File: src/core/frp_pkg.sv
// Purpose: Shared constants and types of the flash row/word program sequencer
// Assumes: 100 MHz system clock
// Notes: Control layout: start 15, write enable 14, error 13, erase 6, op 3:0
package frp_pkg;

  // ==========================================================
  // Control register fields
  localparam int CTRL_START_BIT = 15;
  localparam int CTRL_WREN_BIT = 14;
  localparam int CTRL_ERR_BIT = 13;
  localparam int OP_LSB = 0;
  localparam int OP_W = 4;
  localparam logic [15:0] CTRL_RESET = 16'h0000;
  localparam logic [15:0] CTRL_WMASK = 16'h704F;
  localparam logic [3:0] OP_ROW = 4'h1;
  localparam logic [3:0] OP_WORD = 4'h3;

  // ==========================================================
  // Unlock key values and register selects
  localparam logic [7:0] KEY_FIRST = 8'h55;
  localparam logic [7:0] KEY_SECOND = 8'hAA;
  localparam logic [1:0] SEL_CTRL = 2'h0;
  localparam logic [1:0] SEL_KEY = 2'h1;
  localparam logic [1:0] SEL_PAGE = 2'h2;
  localparam logic [7:0] PAGE_RESET = 8'h00;

  // ==========================================================
  // Geometry and timing
  localparam int ROW_WORDS_DEF = 64;
  localparam int SEL_BITS = 7;
  localparam int WORD_W = 24;
  localparam int CLK_PERIOD_NS = 10;
  localparam int WORD_PROG_NS = 20000;
  localparam int WORD_PROG_CYC = (WORD_PROG_NS + CLK_PERIOD_NS - 1) / CLK_PERIOD_NS;

  typedef enum logic [2:0]
  {
    ST_IDLE = 3'b001,
    ST_PROG = 3'b010,
    ST_FIN = 3'b100
  } frp_state_t;

  typedef enum logic [1:0]
  {
    KEY_NONE = 2'h0,
    KEY_HALF = 2'h1,
    KEY_OPEN = 2'h2
  } frp_key_t;

endpackage

File: src/core/frp_sequencer.sv
// Purpose: Row and single-word self-programming sequencer for program flash
// Assumes: CPU strobes are one-cycle pulses synchronous to clk_sys
// Notes: All outputs come from the state register
`timescale 1ns/10ps
`default_nettype none

// Operation
// - Row buffers and row programming exist only when MULTI_BUF is set.
// - Buffers hold table-write data until row programming consumes it.
// - A row is 64 words, loaded by 64 low and 64 high writes.
// - Low address bits of a table write pick the buffer, any order.
// - Row target is captured address with low 7 bits ignored.
// - Control value 0x4001 selects row programming with write enable.
// - Control value 0x4003 selects word programming with write enable.
// - Key 0x55 then 0xAA, then start bit set, begins an operation.
// - Word mode latches one 24-bit word; low bits give its row position.
// - Table page register supplies upper 8 flash address bits.
// - Table write captures lower 16 address bits as program target.
// - Device times the operation and clears the start bit when done.
// - CPU stalls and interrupts stay pending during the operation.
// - Power-on reset aborts; other resets wait until the cycle ends.
module frp_sequencer #(
  parameter int ROW_WORDS = frp_pkg::ROW_WORDS_DEF,
  parameter bit MULTI_BUF = 1'b1,
  parameter int PROG_CYC = frp_pkg::WORD_PROG_CYC
)
(
  // Clock and power-on reset
  input wire logic clk_sys,
  input wire logic rst_b,
  // Table write port
  input wire logic tw_valid,
  input wire logic tw_high,
  input wire logic [1:0] tw_be,
  input wire logic [15:0] tw_offset,
  input wire logic [15:0] tw_data,
  // Register write port
  input wire logic reg_wr,
  input wire logic [1:0] reg_sel,
  input wire logic [15:0] reg_wdata,
  // Other reset sources
  input wire logic soft_rst_req,
  // Register and status view
  output logic [15:0] flash_control_reg,
  output logic [7:0] table_page_reg,
  output logic cpu_stall,
  output logic irq_hold,
  output logic soft_rst_out,
  // Flash array program port
  output logic fl_prog,
  output logic [23:0] fl_addr,
  output logic [23:0] fl_data
);

  localparam int IW = $clog2(ROW_WORDS);
  localparam logic [23:0] ROW_MASK = 24'(2 * ROW_WORDS - 1);
  localparam logic [15:0] LAST_CNT = 16'(PROG_CYC - 1);

  generate
    if (ROW_WORDS < 2 || ROW_WORDS > 64 || (1 << IW) != ROW_WORDS || PROG_CYC < 1 || PROG_CYC > 65536)
    begin : g_bad_param
      $error("frp_sequencer: unsupported parameters");
    end
  endgenerate

  typedef struct packed {
    frp_pkg::frp_state_t st;
    frp_pkg::frp_key_t key;
    logic [15:0] ctrl;
    logic [7:0] page;
    logic [23:0] tgt;
    logic [23:0] latch;
    logic [ROW_WORDS-1:0][23:0] bufs;
    logic [IW:0] widx;
    logic [15:0] tcnt;
    logic row_op;
    logic stall;
    logic prog;
    logic [23:0] addr;
    logic [23:0] data;
    logic rst_pend;
    logic rst_out;
  } frp_regs_t;

  frp_regs_t state_reg;
  frp_regs_t state_next;
  logic [ROW_WORDS-1:0][23:0] bufs_next;
  logic tw_take;
  logic [IW-1:0] tw_idx;
  logic [23:0] tw_word;
  logic [3:0] wr_op;
  logic start_ok;

  // ==========================================================
  // Table write decode
  assign tw_take = tw_valid && state_reg.st == frp_pkg::ST_IDLE;
  assign tw_idx = tw_offset[IW:1];
  always_comb
  begin
    tw_word = state_reg.latch;
    if (!tw_high)
    begin
      if (tw_be[0])
        tw_word[7:0] = tw_data[7:0];
      if (tw_be[1])
        tw_word[15:8] = tw_data[15:8];
    end
    else if (tw_be[0])
      tw_word[23:16] = tw_data[7:0];
  end

  // ==========================================================
  // Holding buffers, one entry per row word
  genvar g;
  generate
    for (g = 0; g < ROW_WORDS; g++)
    begin : g_buf
      if (MULTI_BUF)
      begin : g_on
        logic [23:0] cur;
        assign cur = state_reg.bufs[g];
        always_comb
        begin
          bufs_next[g] = cur;
          if (tw_take && tw_idx == IW'(g))
          begin
            if (!tw_high)
            begin
              if (tw_be[0])
                bufs_next[g][7:0] = tw_data[7:0];
              if (tw_be[1])
                bufs_next[g][15:8] = tw_data[15:8];
            end
            else if (tw_be[0])
              bufs_next[g][23:16] = tw_data[7:0];
          end
        end
      end
      else
      begin : g_off
        assign bufs_next[g] = 24'h000000;
      end
    end
  endgenerate

  // ==========================================================
  // Start qualification
  assign wr_op = reg_wdata[frp_pkg::OP_LSB +: frp_pkg::OP_W];
  assign start_ok = (wr_op == frp_pkg::OP_WORD) || (MULTI_BUF && wr_op == frp_pkg::OP_ROW);

  always_comb
  begin
    state_next = state_reg;
    state_next.bufs = bufs_next;
    state_next.prog = 1'b0;
    state_next.rst_out = 1'b0;
    case (state_reg.st)
      frp_pkg::ST_IDLE:
      begin
        if (state_reg.rst_pend)
        begin
          state_next.rst_out = 1'b1;
          state_next.rst_pend = 1'b0;
        end
        if (tw_take)
        begin
          state_next.tgt = {state_reg.page, tw_offset};
          state_next.latch = tw_word;
          state_next.key = frp_pkg::KEY_NONE;
        end
        if (reg_wr)
        begin
          state_next.key = frp_pkg::KEY_NONE;
          case (reg_sel)
            frp_pkg::SEL_CTRL:
            begin
              state_next.ctrl = reg_wdata & frp_pkg::CTRL_WMASK;
              if (reg_wdata[frp_pkg::CTRL_START_BIT] && state_reg.key == frp_pkg::KEY_OPEN)
              begin
                if (start_ok && reg_wdata[frp_pkg::CTRL_WREN_BIT])
                begin
                  state_next.ctrl[frp_pkg::CTRL_START_BIT] = 1'b1;
                  state_next.st = frp_pkg::ST_PROG;
                  state_next.stall = 1'b1;
                  state_next.row_op = (wr_op == frp_pkg::OP_ROW);
                  state_next.widx = '0;
                  state_next.tcnt = 16'h0000;
                end
                else
                  state_next.ctrl[frp_pkg::CTRL_ERR_BIT] = 1'b1;
              end
            end
            frp_pkg::SEL_KEY:
            begin
              if (reg_wdata[7:0] == frp_pkg::KEY_FIRST)
                state_next.key = frp_pkg::KEY_HALF;
              else if (reg_wdata[7:0] == frp_pkg::KEY_SECOND && state_reg.key == frp_pkg::KEY_HALF)
                state_next.key = frp_pkg::KEY_OPEN;
            end
            frp_pkg::SEL_PAGE:
              state_next.page = reg_wdata[7:0];
            default:
              state_next.key = frp_pkg::KEY_NONE;
          endcase
        end
      end
      frp_pkg::ST_PROG:
      begin
        state_next.tcnt = state_reg.tcnt + 16'h0001;
        if (state_reg.tcnt == LAST_CNT)
        begin
          state_next.tcnt = 16'h0000;
          state_next.prog = 1'b1;
          if (state_reg.row_op)
          begin
            state_next.addr = (state_reg.tgt & ~ROW_MASK) | 24'({state_reg.widx[IW-1:0], 1'b0});
            state_next.data = state_reg.bufs[state_reg.widx[IW-1:0]];
          end
          else
          begin
            state_next.addr = state_reg.tgt;
            state_next.data = state_reg.latch;
          end
          state_next.widx = state_reg.widx + (IW+1)'(1);
          if (!state_reg.row_op || state_reg.widx == (IW+1)'(ROW_WORDS - 1))
            state_next.st = frp_pkg::ST_FIN;
        end
      end
      frp_pkg::ST_FIN:
      begin
        state_next.ctrl[frp_pkg::CTRL_START_BIT] = 1'b0;
        state_next.stall = 1'b0;
        state_next.st = frp_pkg::ST_IDLE;
      end
      default:
        state_next.st = frp_pkg::ST_IDLE;
    endcase
    if (soft_rst_req)
      state_next.rst_pend = 1'b1;
  end

  // ==========================================================
  // State register; rst_b is the power-on reset and aborts work
  always_ff @(posedge clk_sys or negedge rst_b)
  begin
    if (!rst_b)
      state_reg <= '{st: frp_pkg::ST_IDLE, key: frp_pkg::KEY_NONE, ctrl: frp_pkg::CTRL_RESET,
                     page: frp_pkg::PAGE_RESET, default: '0};
    else
      state_reg <= state_next;
  end

  assign flash_control_reg = state_reg.ctrl;
  assign table_page_reg = state_reg.page;
  assign cpu_stall = state_reg.stall;
  assign irq_hold = state_reg.stall;
  assign soft_rst_out = state_reg.rst_out;
  assign fl_prog = state_reg.prog;
  assign fl_addr = state_reg.addr;
  assign fl_data = state_reg.data;

  // ==========================================================
  // Checks
  logic [7:0] pulse_cnt;
  always_ff @(posedge clk_sys or negedge rst_b)
  begin
    if (!rst_b)
      pulse_cnt <= 8'h00;
    else if (state_reg.st == frp_pkg::ST_IDLE)
      pulse_cnt <= 8'h00;
    else if (state_reg.prog)
      pulse_cnt <= pulse_cnt + 8'h01;
  end
endmodule

`default_nettype wire

File: config.mk
export PLATFORM = sky130hd
export DESIGN_NAME = frp_sequencer
export DESIGN_NICKNAME = d
export VERILOG_FILES = /design/src/core/frp_pkg.sv /design/src/core/frp_sequencer.sv
export SDC_FILE = /design/constraint.sdc
export NUM_CORES = 2
export LEC_CHECK = 0
export BUFFER_PORTS_ARGS = -buffer_cell sky130_fd_sc_hd__buf_2
export CAP_MARGIN = 10
export CORE_MARGIN = 8
export CORE_UTILIZATION = 35
export DETAILED_ROUTE_END_ITERATION = 16
export PLACE_DENSITY_LB_ADDON = 0.12
export SLEW_MARGIN = 20
export SYNTH_ARGS = -nofsm -noshare
export SYNTH_HDL_FRONTEND = slang
export SYNTH_SLANG_ARGS = --single-unit
File: constraint.sdc
create_clock -name clk_sys -period 2.3 [get_ports clk_sys]
set_input_delay 0.115 -clock clk_sys [delete_from_list [all_inputs] [get_ports clk_sys]]
set_output_delay 0.115 -clock clk_sys [all_outputs]
set_load 0.1 [all_outputs]
# Word level (Yosys, flattened, before mapping)
# Cells that the tools add are included.
# classes
magnitude_cmp	1
muxes	33
addsub	2
bitwise	2
reduce_logical	283
n_eq_ne	82
# ops
cell	n
AND reduction 3 bit	195
== test 6 bit, second input constant	32
binary-select mux 24 bit (select 6 bit)	1
2-to-1 mux 25 bit	4
2-to-1 mux 49 bit	2
== test 6 x 5 -> 1 bit, second input constant	16
logical AND 1 bit	68
== test 6 x 4 -> 1 bit, second input constant	8
2-to-1 mux 48 bit	1
one-hot mux 23 bit (2 select lines)	1
2-to-1 mux 29 bit	1
== test 6 x 3 -> 1 bit, second input constant	4
2-to-1 mux 24 bit	1
bitwise OR 24 x 7 -> 24 bit	1
2-to-1 mux 23 bit	1
adder 16 x 1 -> 16 bit, second input constant	1
== test 16 x 11 -> 1 bit, second input constant	1
2-to-1 mux 16 bit	1
2-to-1 mux 3 bit	5
AND reduction 5 bit	3
== test 6 x 2 -> 1 bit, second input constant	2
AND reduction 4 bit	3
AND reduction 6 bit	2
2-to-1 mux 2 bit	5
26 further kinds	44
# totals
elab_cells	613
ff_bits	1682
in_bits	58
out_inout_bits	76

# Longest topological paths before layout
# depth
depth_word	8
depth_mapped	11
mapped_depth_nobuf	7

# Worst setup path before layout
# No wires, ideal clock.
# synth_timing
path_kind	register to register
start	register state_reg[69] in the netlist's numbering
end	register state_reg, in the netlist fl_data[11]
synth_period_minus_slack_ns	2.577
n_path_buf	2
setup_ns	0.134
path_slack_ns	-0.277
t_arrival_ns	2.443
path_stages_with_launch	7
required_ns	2.166
cell_sequence	dfrtp_1 buf_2 buf_1 mux4_2 mux4_2 a2111oi_0 nor3_1
# synth_between
elab_chain_cells	3
# synth_rtl
element	line	rtl
from (decl)	frp_sequencer.sv:85	frp_regs_t state_reg;
from (signal assigned)	frp_sequencer.sv:247	state_reg <= '{st: frp_pkg::ST_IDLE, key: frp_pkg::KEY_NONE, ctrl: frp_pkg::CTRL_RESET,
from (signal assigned)	frp_sequencer.sv:250	state_reg <= state_next;
binary-select mux 24 bit (select 6 bit)	frp_sequencer.sv:217	state_next.data = state_reg.bufs[state_reg.widx[IW-1:0]];
2-to-1 mux 24 bit (not written as such)	frp_sequencer.sv:217	
2-to-1 mux 48 bit	frp_sequencer.sv:214	if (state_reg.row_op)
# No other way between the ends. The select of a mux whose other input is x is not followed.
# A chain may end at the register's enable or synchronous reset.

# Final worst setup path
# layout_timing
start	register state_reg[1686] in the netlist's numbering
end	register state_reg, in the netlist g_buf[15].g_on.cur[19]
# layout_between
elab_chain_cells	4
# layout_rtl
element	line	rtl
== test 3 x 1 -> 1 bit	frp_sequencer.sv:96	assign tw_take = tw_valid && state_reg.st == frp_pkg::ST_IDLE;
logical AND 1 bit	frp_sequencer.sv:96	
logical AND 1 bit	frp_sequencer.sv:125	if (tw_take && tw_idx == IW'(g))
AND reduction 3 bit (no line)	-	
# No other way between the ends.

==> impl_metrics.toml <==
[yosys]
ys_ff_latch = 1682
async_flop_share_pct = 100
syn_area_um2 = 76800
syn_area_per_cell_um2 = 14.7
ys.flop_type = "dfrtp_1"
synth_cells = 5222
yosys_warnings = 0
synth-edff-count = 0
ys_seq_area_share_pct = 54.8
synth.distinct_cells = 58

[cells_and_area]
largest_reg_flops = 1536
nNetsFinal = 5907
final_cell_mix = "dfrtp_1, mux2_2, buf_4"
drive_gt1_share_pct = 54.8
final_util_pct = 44.2
fill_cells = 19590
layout_commonest_cell = "dfrtp_1"
final_cell_area_um2 = 96700
area_growth_pct = 26.0
stdcell_count = 8883

[setup_path]
start_kind = "register"
crit_slowest_cell = "dfstp_2"
crit_chain = "nand2b_1 -> or3b_4 -> buf_12 -> or3_4 -> buf_6 -> nor3_4 -> buf_12 -> mux2_4"
path_max_fanout = 8
critPathMaxStageDelay_ns = 0.54
cp-end-kind = "register"
critPathMostFrequentCell = "buf_12"
arrival_ns = 3.39
required_ns = 3.01
crit_family = "simple AND/OR/NAND/NOR gates"
setup.worst_path.class = "reg2reg"
path_buf_inv = 3

[placement]
gp_congestion = 0.826
place_hpwl_um = 162000
place_area_um2 = 85900
pre_cts_ws_ns = -0.758
placed_cells = 8375
port-buffer-count = 122

[grt]
track_usage_pct = 20.1
grt_pass1_wl_um = 357000
grt_pass1_vias = 50378
grt_overflow = 0
grt_max_degree = 131
antenna_found_initial = 9

[clock_tree]
clock_latency_ns = 0.84
htree_levels = 4
cts-root-buf = "clkbuf_16"
clockBufferDepth = 3
cts_tree = "built"
clock_sinks = 1682
cts_made_buffers = 194
clk_pin_slew_worst_paths_ns = 0.06

[timing]
fmax_ghz = 0.373
setup_violations = 1610
timing.final.ws_setup_ns = -0.378
fin_hold_ws_ns = -0.0000309
min_period_over_period_pct = 116
slew_headroom_pct = 36.7
clock-skew-final_ns = 0.0286
final-hold-violation-count = 1
worstMarginPinSlew_ns = 0.949
rsz0062_at_grt = "true"
min_period_ns = 2.68
final_max_slew_viol_count = 0

[detailed_routing]
wire_per_inst_um = 26.9
num_vias = 47169
drt-pass1-iter-count = 8
drt_iter0_markers = 2702
vias_per_cell = 5.31
totalWireLength_um = 239000
antenna_left = 0
drc = 0

[floorplan]
pin_count = 134
dieHeight_um = 484
fp.dieW_um = 484
initial_core_util_pct = 35.1
die_area_um2 = 235000
core_area_um2 = 219000
rows = 172

[power]
ir_worst_vdd_v = 0.000710
leakage_uw = 0.0469
power_density_nw_per_um2 = 700
total_power_uw = 67700

[status]
status = "finished, violations left"
violations = "hold timing, setup timing"

[job]
drv_cap = 0

[min_path]
hold_path_class = "in2reg"
final cells by class:
type	instances	area, um^2	area share [%]
Antenna cell	3	7.51	0.00776
Clock buffer	303	5710	5.90
Clock inverter	55	743	0.769
Inverter	8	30.0	0.0311
Multi-Input combinational cell	3081	34700	35.9
Sequential cell	1682	42100	43.5
Tap cell	2871	3590	3.71
Timing Repair Buffer	880	9780	10.1
tightest hold or removal path: cells and delay by family:
| family | cells | cell delay [ns] |
|---|---|---|
| buffers and inverters | 2 | 0.32 |
| multiplexers | 1 | 0.33 |
stage by stage:
stage               setup TNS [ns]  hold WS (ns)
floorplan                   -14.71        -0.181
global placement           -262.61         0.112
detailed placement         -256.03         0.110
CTS                        -216.61       0.00647
global route               -438.21       0.00133
finish                     -338.92    -0.0000309
logic make-up (layout without fill, tap and decap cells):
kind of cell | after synthesis | count (layout) | synth area share (%)
flip-flops | 1682 | 1682 | 54.8
multiplexers | 2093 | 2093 | 35.5
AO/OA/AOI/OAI | 279 | 279 | 2.47
other | 1 | 10 | 0.00489
adder cells (fa/ha/maj) | 2 | 2 | 0.0326
AND/OR/NAND/NOR | 689 | 690 | 4.30
buffers and inverters | 466 | 1246 | 2.76
XOR/XNOR | 10 | 10 | 0.114
final timing paths:
check / startpoint / end / slack, ns / cells past startpoint
min in group asynchronous: rst_b / g_buf[44].g_on.cur[11]$_DFFE_PN0P_ / 0.17 / 3
max in group asynchronous: rst_b / g_buf[45].g_on.cur[5]$_DFFE_PN0P_ / 1.40 / 4
min: tw_data[3] / g_buf[48].g_on.cur[19]$_DFFE_PN0P_ / -0.00003 / 3
max: state_reg[1686]$_DFFE_PN1P_ / g_buf[15].g_on.cur[19]$_DFFE_PN0P_ / -0.38 / 8
min reg2reg: fl_addr[22]$_DFFE_PN0P_ / fl_addr[22]$_DFFE_PN0P_ / 0.46 / 2
max reg2reg: state_reg[1686]$_DFFE_PN1P_ / g_buf[15].g_on.cur[19]$_DFFE_PN0P_ / -0.38 / 8
power by group:
part	internal (uW)	switching, uW	leakage (uW)
Sequential	31100	716	0.0230
Combinational	2140	2670	0.0207
Clock	18300	12800	0.00316
Total	51500	16200	0.0469
timing repair:
item,CTS,global route
endpoints found under the setup margin,1405,1595
hold buffers,68,0
cloned,11,5
resized for setup,244,359
pin swaps,50,30
setup buffers,37,31
hold endpoints to repair,2231,0
Yosys cell counts, drive strengths merged, types with 10 or more instances:
master | instances | area, um^2
clkbuf | 289 | 1080
o21ai | 29 | 145
nand3 | 70 | 350
mux2i | 175 | 1750
o22ai | 48 | 300
a22oi | 69 | 518
nor4 | 10 | 77.6
a211oi | 57 | 428
buf | 169 | 1000
nand2 | 273 | 1040
nand4 | 22 | 138
mux4 | 345 | 7770
a21oi | 40 | 200
nor2 | 147 | 552
a211o | 13 | 114
dfrtp | 1681 | 42100
and3 | 22 | 138
nor2b | 45 | 282
nand2b | 16 | 100
nor3 | 43 | 309
mux2 | 1573 | 17700
layer usage:
layer | up-vias | part of all wire [%] | GRT usage [%]
met1 | 25603 | 47 | 28.4
li1 | 20503 | - | -
met5 | - | 0.0054 | 0
met4 | 2 | 2.8 | 5.64
met2 | 751 | 47 | 32.5
met3 | 310 | 3.2 | 2.69
Note: power is estimated with default switching activity, not from simulation.
